==> src/hdl/sar_seq_pkg.sv <==
// Purpose: Shared constants and types for the conversion sequencer.
// Assumes: 200 MHz system clock.
// Notes:   Times are kept in ns; cycle counts derive from them.
package sar_seq_pkg;
    localparam int CLOCK_PERIOD_NS   = 5;
    localparam int RESULT_BITS       = 14;
    localparam int FRAME_BITS        = 16;
    localparam int LEAD_ZEROS        = FRAME_BITS - RESULT_BITS;
    localparam int CODE_STEPS        = 16384;
    localparam int CONV_FAST_NS      = 5000;
    localparam int CONV_SLEEP_NS     = 10000;
    localparam int WAKE_NS           = 5000;
    localparam int HOLD_TIME_NS      = 10;
    localparam int CONV_FAST_CYC     = CONV_FAST_NS / CLOCK_PERIOD_NS;
    localparam int CONV_SLEEP_CYC    = CONV_SLEEP_NS / CLOCK_PERIOD_NS;
    localparam int WAKE_CYC          = WAKE_NS / CLOCK_PERIOD_NS;
    localparam int HOLD_CYC          = (HOLD_TIME_NS + CLOCK_PERIOD_NS - 1) / CLOCK_PERIOD_NS;
    // Conversion clock ticks spread evenly over the fast conversion time
    localparam int STEP_CYC          = CONV_FAST_CYC / (RESULT_BITS + 1);

    typedef enum logic [1:0] {
        RANGE_BIPOLAR,
        RANGE_UNIPOLAR
    } range_t;

    typedef struct packed {
        logic data;
        logic enableN;
    } serial_pin_t;
endpackage : sar_seq_pkg

==> src/hdl/sar_adc_conversion_sequencer.sv <==
// Purpose: Conversion sequencing, result coding and serial readout of a 14-bit SAR converter.
// Assumes: Start and serial clock inputs are asynchronous to clock; the comparator answers per trial level.
// Notes:   Serial clock is sampled, not used as a clock.
// Behaviour
// - A falling start edge puts the sampler into hold and starts the search once the device is awake.
// - A conversion finishes within 5 us normally and within 10 us after sleep.
// - The result is 14 bits found by successive approximation.
// - Bipolar variants encode in twos complement with midscale at the ones/zeros boundary.
// - The unipolar variant encodes straight binary with zero at ground.
// - Two modes exist; in auto-sleep the device sleeps once a conversion ends.
// - Conversion steps are timed by an internal conversion clock, not the serial clock.
// - Sixteen bits shift out on falling serial edges, two zeros then the result, then release.
// - Busy rises on the start falling edge and falls when conversion completes.
// - Start low at conversion end gives power-down; a later rising edge starts wake-up.
// - Every start falling edge resets the output shift register.
`timescale 1ns/1ps
module sar_adc_conversion_sequencer
    import sar_seq_pkg::*;
#(
    parameter range_t RANGE = RANGE_BIPOLAR
) (
    input  wire logic        clock,
    input  wire logic        resetn,
    input  wire logic        conversion_start_n,
    input  wire logic        serial_clock,
    input  wire logic        comparator_high,
    output logic [13:0]      trial_level,
    output logic             sampler_hold,
    output logic             busy,
    output logic             asleep,
    output logic             serial_result_out,
    output logic             serial_result_oe_n
);
    typedef enum logic [1:0] {IDLE, WAKING, CONVERT} state_t;
    state_t state;

    logic [1:0]  startSync;
    logic [1:0]  sclkSync;
    logic        startPrev;
    logic        sclkPrev;
    logic [4:0]  bitIndex;
    logic [15:0] stepCount;
    logic [13:0] approx;
    logic [15:0] shifter;
    logic [4:0]  shiftCount;
    logic [1:0]  holdCount;
    logic        releasing;
    serial_pin_t pin;

    always_ff @(posedge clock) begin
        if (!resetn) begin
            startSync <= 2'h3;
            sclkSync  <= 2'h0;
            startPrev <= 1'b1;
            sclkPrev  <= 1'b0;
        end else begin
            startSync <= {startSync[0], conversion_start_n};
            sclkSync  <= {sclkSync[0], serial_clock};
            startPrev <= startSync[1];
            sclkPrev  <= sclkSync[1];
        end
    end

    wire startFall = startPrev & ~startSync[1];
    wire startRise = ~startPrev & startSync[1];
    wire sclkFall  = sclkPrev & ~sclkSync[1];
    // Conversion clock tick, internal and free of the serial clock
    // internal step timing
    wire stepTick  = (stepCount == 16'(STEP_CYC - 1));
    // fifteen ticks bound the conversion time
    wire lastStep  = (bitIndex == 5'(RESULT_BITS));
    wire convDone  = (state == CONVERT) && stepTick && lastStep;

    always_ff @(posedge clock) begin
        if (!resetn) begin
            state        <= IDLE;
            busy         <= 1'b0;
            sampler_hold <= 1'b0;
            asleep       <= 1'b0;
            stepCount    <= 16'h0000;
            bitIndex     <= 5'h00;
        end else begin
            unique case (state)
                IDLE: begin
                    if (asleep && startRise) begin
                        state     <= WAKING;
                        stepCount <= 16'h0000;
                    end else if (startFall && !asleep) begin
                        state        <= CONVERT;
                        busy         <= 1'b1;
                        sampler_hold <= 1'b1;
                        stepCount    <= 16'h0000;
                        bitIndex     <= 5'h00;
                    end
                end
                WAKING: begin
                    // busy rises with the start edge
                    if (startFall) begin
                        busy <= 1'b1;
                    end
                    if (stepCount == 16'(WAKE_CYC - 1)) begin
                        // wake finished; hold only once a start fall was seen
                        asleep    <= 1'b0;
                        stepCount <= 16'h0000;
                        bitIndex  <= 5'h00;
                        if (busy || startFall) begin
                            state        <= CONVERT;
                            busy         <= 1'b1;
                            sampler_hold <= 1'b1;
                        end else begin
                            state <= IDLE;
                        end
                    end else begin
                        stepCount <= stepCount + 16'h0001;
                    end
                end
                CONVERT: begin
                    stepCount <= stepTick ? 16'h0000 : stepCount + 16'h0001;
                    if (stepTick) begin
                        bitIndex <= bitIndex + 5'h01;
                    end
                    if (convDone) begin
                        state        <= IDLE;
                        busy         <= 1'b0;
                        sampler_hold <= 1'b0;
                        asleep       <= ~startSync[1];
                    end
                end
                default: begin
                    state <= IDLE;
                end
            endcase
        end
    end

    // binary search, one bit per tick
    always_ff @(posedge clock) begin
        if (!resetn) begin
            approx <= 14'h0000;
        end else if (state == CONVERT && stepTick && !lastStep) begin
            approx[13 - bitIndex[3:0]] <= comparator_high;
            if (bitIndex < 5'(RESULT_BITS - 1)) begin
                approx[12 - bitIndex[3:0]] <= 1'b1;
            end
        end else if (state != CONVERT) begin
            approx <= 14'h2000;
        end
    end
    assign trial_level = approx;

    wire [13:0] coded = (RANGE == RANGE_BIPOLAR) ? {~approx[13], approx[12:0]} : approx;

    always_ff @(posedge clock) begin
        if (!resetn) begin
            shifter    <= 16'h0000;
            shiftCount <= 5'h00;
            holdCount  <= 2'h0;
            releasing  <= 1'b0;
            pin        <= '{data: 1'b0, enableN: 1'b1};
        end else if (startFall) begin
            shiftCount <= 5'h00;
            releasing  <= 1'b0;
            pin        <= '{data: 1'b0, enableN: 1'b1};
        end else if (convDone) begin
            shifter    <= {{LEAD_ZEROS{1'b0}}, coded};
            shiftCount <= 5'h00;
        end else if (sclkFall) begin
            shifter    <= {shifter[14:0], 1'b0};
            // Count stops at the frame length so extra clocks never re-drive the pin
            if (shiftCount != 5'(FRAME_BITS)) begin
                shiftCount <= shiftCount + 5'h01;
            end
            pin.data   <= shifter[15];
            if (shiftCount == 5'(FRAME_BITS - 1)) begin
                releasing <= 1'b1;
                holdCount <= 2'h0;
            end else if (shiftCount < 5'(FRAME_BITS - 1)) begin
                pin.enableN <= 1'b0;
            end
        end else if (releasing) begin
            if (holdCount == 2'(HOLD_CYC - 1)) begin
                releasing   <= 1'b0;
                pin.enableN <= 1'b1;
            end else begin
                holdCount <= holdCount + 2'h1;
            end
        end
    end
    assign serial_result_out  = pin.data;
    assign serial_result_oe_n = pin.enableN;

    // Helper count of conversion length
    logic [15:0] convCycles;
    always_ff @(posedge clock) begin
        if (!resetn || state != CONVERT) begin
            convCycles <= 16'h0000;
        end else begin
            convCycles <= convCycles + 16'h0001;
        end
    end
endmodule : sar_adc_conversion_sequencer

==> config.mk <==
export PLATFORM = sky130hd
export DESIGN_NAME = sar_adc_conversion_sequencer
export DESIGN_NICKNAME = d
export VERILOG_FILES = /design/src/hdl/sar_seq_pkg.sv /design/src/hdl/sar_adc_conversion_sequencer.sv
export SDC_FILE = /design/constraint.sdc
export NUM_CORES = 1
export LEC_CHECK = 0
export ABC_CLOCK_PERIOD_IN_PS = 6800
export BUFFER_PORTS_ARGS = -buffer_cell sky130_fd_sc_hd__buf_4
export CAP_MARGIN = 0
export CORE_ASPECT_RATIO = 1.75
export CORE_MARGIN = 8
export CORE_UTILIZATION = 46
export CTS_BUF_LIST = sky130_fd_sc_hd__clkbuf_2 sky130_fd_sc_hd__clkbuf_4 sky130_fd_sc_hd__clkbuf_8
export DETAILED_ROUTE_END_ITERATION = 8
export GPL_ROUTABILITY_DRIVEN = 0
export HOLD_SLACK_MARGIN = 0.12
export MAX_ROUTING_LAYER = met4
export SYNTH_ARGS = -nofsm -noshare
export SYNTH_HDL_FRONTEND = slang
export SYNTH_SLANG_ARGS = --single-unit
==> constraint.sdc <==
create_clock -name clock -period 6.8 [get_ports clock]
set_clock_uncertainty 0.1 [all_clocks]
set_input_delay 0 -clock clock [delete_from_list [all_inputs] [get_ports clock]]
set_output_delay 0 -clock clock [all_outputs]
set_load 0.01 [all_outputs]
* Word-level counts from Yosys, hierarchy flattened
Cells that the tools add are included.
Widths: inputs -> output; s select.
** Cells by class
- Shift-type cells :: 0
- Bitwise gates (word level) :: 11
- Order comparisons :: 6
- Add/subtract/negate cells :: 6
- Div/mod/pow operators :: 0
- Reductions and logical operators :: 31
- Mux-type cells :: 52
- Multiply operators :: 0
- Equality and inequality tests :: 20
** Operators with widths (count)
- $mux 16 :: 6
- $ge 32x1->1 const B :: 2
- $lt 32x5->1 const B :: 2
- $pmux 16 s3 :: 1
- $mux 14 :: 3
- $mux 1 :: 21
- $mux 5 :: 4
- $mux 2 :: 9
- $ne 2x2->1 const B :: 9
- $add 16x1->16 const B :: 1
- $eq 16x10->1 const B :: 1
- $eq 16x7->1 const B :: 1
- $pmux 5 s3 :: 1
- $reduce_and 5->1 :: 3
- $bwmux 14 :: 1
- $or 14x14->14 :: 1
- $add 5x1->5 const B :: 2
- $eq 5x4->1 const B :: 2
- $lt 5x4->1 const B :: 2
- $reduce_and 2->1 :: 5
- $reduce_bool 2->1 :: 5
- $sub 4x4->5 const A :: 2
- $demux 1 s4 :: 2
- $logic_and 1x1->1 :: 7
- other kinds (20) :: 33
** Word-level totals
- Input bits :: 5
- Latch bits :: 0
- Word-level logic and storage cells :: 143
- Flip-flop bits (word level) :: 72
- Memories kept :: 0
- Memory bits (writable) :: 0
- Memory bits (read-only) :: 0

* Depth between registers and ports, before layout
- Depth after elaboration :: 9
- Depth in mapped cells :: 8
- Gate-level depth less buffers :: 7

* Worst setup path before layout
No wires, ideal clock.
- Kind :: register to register
- Start point :: register stepCount[0]
- End point :: register shifter[10]
- Arrival time :: 2.115 ns
- Clock period less this slack :: 2.340 ns
- Data required time :: 6.574 ns
- Setup time :: 0.126 ns
- Path slack :: 4.460 ns
- Stages on the path, launching flop included :: 8
- Path buffers :: 2
- Path through :: dfxtp_1 ha_1 or4b_4 or4_4 o22ai_1 buf_2 buf_2 a31oi_1
** On the way
- Word-level cells in the longest chain between the ends :: 5
** RTL lines
- from (decl) :: RTL line sar_adc_conversion_sequencer.sv:42 : logic [15:0] stepCount;
- from (signal assigned) :: RTL line sar_adc_conversion_sequencer.sv:114 : stepCount <= stepCount + 16'h0001;
- from (signal assigned) :: RTL line sar_adc_conversion_sequencer.sv:118 : stepCount <= stepTick ? 16'h0000 : stepCount + 16'h0001;
- $eq 16x7->1 * :: RTL line sar_adc_conversion_sequencer.sv:69 : wire stepTick = (stepCount == 16'(STEP_CYC - 1));
- $logic_and 1x1->1 * (2 in a row) :: RTL line sar_adc_conversion_sequencer.sv:72 : wire convDone = (state == CONVERT) && stepTick && lastStep;
- $reduce_bool 2->1 (no line)
- $reduce_and 2->1 (no line)
- to (signal assigned) :: RTL line sar_adc_conversion_sequencer.sv:165 : shifter <= {{LEAD_ZEROS{1'b0}}, coded};
- to (signal assigned) :: RTL line sar_adc_conversion_sequencer.sv:168 : shifter <= {shifter[14:0], 1'b0};
- to (decl) :: RTL line sar_adc_conversion_sequencer.sv:44 : logic [15:0] shifter;
Mark *: on every way between the ends. The rest lies on a longest branch, timed or not.
A chain may end at the register's enable or synchronous reset.

* Worst setup path after layout
- Start point :: register stepCount[0]
- End point :: register pin, in the netlist serial_result_oe_n
** On the way
- Word-level cells in the longest chain between the ends :: 5
** RTL lines
- $eq 16x7->1 :: RTL line sar_adc_conversion_sequencer.sv:69
- $logic_and 1x1->1 (2 in a row) :: RTL line sar_adc_conversion_sequencer.sv:72
- $not 1->1 (no line)
- $reduce_and 5->1 (no line)
- to (signal assigned) :: RTL line sar_adc_conversion_sequencer.sv:159 : pin <= '{data: 1'b0, enableN: 1'b1};
- to (signal assigned) :: RTL line sar_adc_conversion_sequencer.sv:163 : pin <= '{data: 1'b0, enableN: 1'b1};
- to (decl) :: RTL line sar_adc_conversion_sequencer.sv:48 : serial_pin_t pin;
No other way between the ends.

==> run metrics <==
outcome=completed; number of DRC markers in iteration 0=180; initial antenna violation count=0; Post-synth EDFFs=0; # IOs=24; DIE HEIGHT=between 100 and 150 µm; Post-route DRC=0; total of warnings raised by yosys=0; grt ovf=0; cts bufs inserted=9; Worst Path Max Fanout=21; Worst slew margin=0.335; most common cell in the netlist=nand2_1; RSZ-0062 raised after global routing=no; Yosys cell types=about 60; Layout area overhead=12.2%; CORE AREA=8500 µm²; clock transition at the registers of the reported paths=approximately 80 ps; largest cells by area after synthesis=dfxtp_1 (36%), nand2_1 (7.5%), ha_1 (5.4%); Mapped Cells=473; vias=between 3000 and 4000; Setup Total Neg Slack=0 ps; Crit Path Class=flip-flop to flip-flop; leading area contributor after synthesis=dfxtp_1; final hold violation count=0; post-synthesis sequential area ratio=0.364; final instance area=about 4400 µm²; die width=around 86 µm; min cycle time layout=about 3200 ps; Total Routing Usage GR=0.176; vias per std cell=between 5 and 6; synthesized area per cell=roughly 8.4 µm²; post-DR wirelength/cell=roughly 16 µm; CP Buf/Inv Count=0; Site Rows=45; Commonest cells post-synth=nand2_1 (79), dfxtp_1 (72), o21ai_0 (31); peak supply drop=around 0.00012 V; crit share post-route=0.464; detailed-route wire length=~10000 µm; Worst Hold Margin=about 330 ps; worst-case clock buffer depth=2; number of instances in the placed design=about 590; P_leak=between 1.5 and 2 nW; RR Startpoint=stepCount[0]; first-pass GRT wire length=16400 µm; reg2reg setup slack=approximately 3600 ps; Routed Antenna Nets=0; WP data arrival=about 3300 ps; Hold Crit Depth=1; fmax=roughly 320 MHz; IO Port Bufs=23; ANT cells=0; hold buffer count at cts=6; Yosys reg bits=72; Slew Limit Fails=0; H-tree Lvls=3; Post-CTS Setup Inserts=0; fraction of registers with async set or reset after synthesis=0; Slowest-stage cell, CP=nand3_1; CTS Root Cell=clkbuf_8; Hold WC Path Type=flip-flop to flip-flop; clock sink count=72; hold_sp=startSync[0]; critical path launch point type=flip-flop; mapped cell area=between 3000 and 4000 µm²; CP peak stage delay=~690 ps; Resized cells post-CTS=0; dpl hpwl=around 7000 µm; Hold EP=startSync[1]; CP required=slightly below 7000 ps; Main synth FF type=dfxtp_1; final non-filler cell total=roughly 600; Initial DRT Pass Iterations=4; max cap viols=0; crit path capture type=flip-flop; top cell type's share of synthesized area=0.364; delay-heaviest family, CP=simple AND/OR/NAND/NOR gates; Final setup viols=0; die footprint=roughly 12000 µm²; vias in the first global route=approximately 3400; CTS tree=done; share of cells above drive strength 1=0.116; Layout Nets=just over 500; Reg2Reg Depth=6; RR Endpoint=serial_result_oe_n; Syn Nets=a little under 500; area post-placement=4180 µm²; power per standard cell area=between 200 and 250 nW/µm²; worst path cell trace=ha_1 -> or4b_4 -> nor4_4 -> nand3_1 -> and2_1 -> a311o_1; Clk Latency, worst-skew pair=around 360 ps; Initial Util=0.466; Worst Tran Pin Value=about 990 ps; largest net degree at the start of global routing=50
-- report_power, final --
| group | switching, mW | total (mW) | internal, mW | leakage, nW |
|---|---|---|---|---|
| Clock | 0.181 | 0.366 | 0.185 | 0.105 |
| Combinational | 0.0632 | 0.0983 | 0.0350 | 1.16 |
| Sequential | 0.00906 | 0.441 | 0.432 | 0.583 |
| Total | 0.254 | 0.906 | 0.652 | 1.85 |
-- per-layer routing --
| layer | GRT usage | vias to the layer above | share of wire |
|---|---|---|---|
| met4 | 0.102 | 0 | 0.038 |
| met1 | 0.184 | 1656 | 0.41 |
| met3 | 0.0291 | 26 | 0.031 |
| li1 | - | 1741 | - |
| met2 | 0.302 | 71 | 0.52 |
| met5 | - | - | 0 |
-- layout make-up --
cell class                      instances  area, µm²
Fill cell                             822       4050
Multi-Input combinational cell        358       2350
Sequential cell                        72       1440
Timing Repair Buffer                   31        248
Tap cell                              117        146
Clock buffer                           10        138
Clock inverter                          6       75.1
Inverter                               14       52.6
-- state kept, by name, summed over array words and instances (netlist names), 2 cells and up --
| register | count |
|---|---|
| shifter | 16 |
| bitIndex | 5 |
| shiftCount | 5 |
| sclkSync | 2 |
| stepCount | 16 |
| holdCount | 2 |
| state | 2 |
| startSync | 2 |
| trial_level | 14 |
-- cell families after synthesis --
kind of cell             count (synthesis)  synth area share
AO/OA/AOI/OAI                          107             0.189
XOR/XNOR                                20            0.0442
adder cells (fa/ha/maj)                 17            0.0536
buffers and inverters                   43            0.0442
flip-flops                              72             0.364
multiplexers                            17            0.0429
AND/OR/NAND/NOR                        197             0.263
-- worst max-delay path by stage --
stage	startpoint	end	slack [ps]	cells after the start
3_3_place_gp	stepCount[0]	serial_result_oe_n	3750	6
2_1_floorplan	stepCount[0]	shifter[10]	4460	7
6_report	stepCount[0]	serial_result_oe_n	3650	6
5_1_grt	stepCount[0]	serial_result_oe_n	3440	6
3_5_place_dp	stepCount[0]	serial_result_oe_n	3690	6
4_1_cts	stepCount[0]	serial_result_oe_n	3670	6
-- cell usage in the layout, fill, tap and decap left out, drive strengths merged, types with 2 or more instances in the layout --
cell / Yosys / final
clkbuf: 22 / 10
or3b: 2 / 2
nand4: 15 / 15
a21oi: 12 / 12
nor2b: 3 / 3
a311oi: 3 / 3
o21ai: 36 / 36
nand2: 80 / 80
a211oi: 2 / 2
and2: 5 / 5
a31oi: 17 / 17
inv: 14 / 17
nand2b: 6 / 6
or3: 3 / 3
dlygate4sd3: 0 / 6
o41ai: 2 / 2
nor3: 7 / 7
xor2: 14 / 14
nand3: 22 / 22
o211a: 15 / 15
nor3b: 3 / 3
and3: 2 / 2
xnor2: 6 / 6
nand4b: 9 / 9
buf: 7 / 25
ha: 17 / 17
dfxtp: 72 / 72
o32ai: 3 / 3
o22ai: 4 / 4
or4: 8 / 8
mux2i: 17 / 17
nor2: 25 / 25
-- stage by stage --
stage / power, mW / worst slack, ps / utilization
finish: 0.906 / 3650 / 0.523
floorplan: 0.519 / 4460 / -
global placement: 0.545 / 3750 / 0.491
CTS: 0.921 / 3670 / 0.523
global route: 0.947 / 3440 / 0.523
detailed placement: 0.548 / 3690 / 0.491
Power figures use the tool's default switching activity.
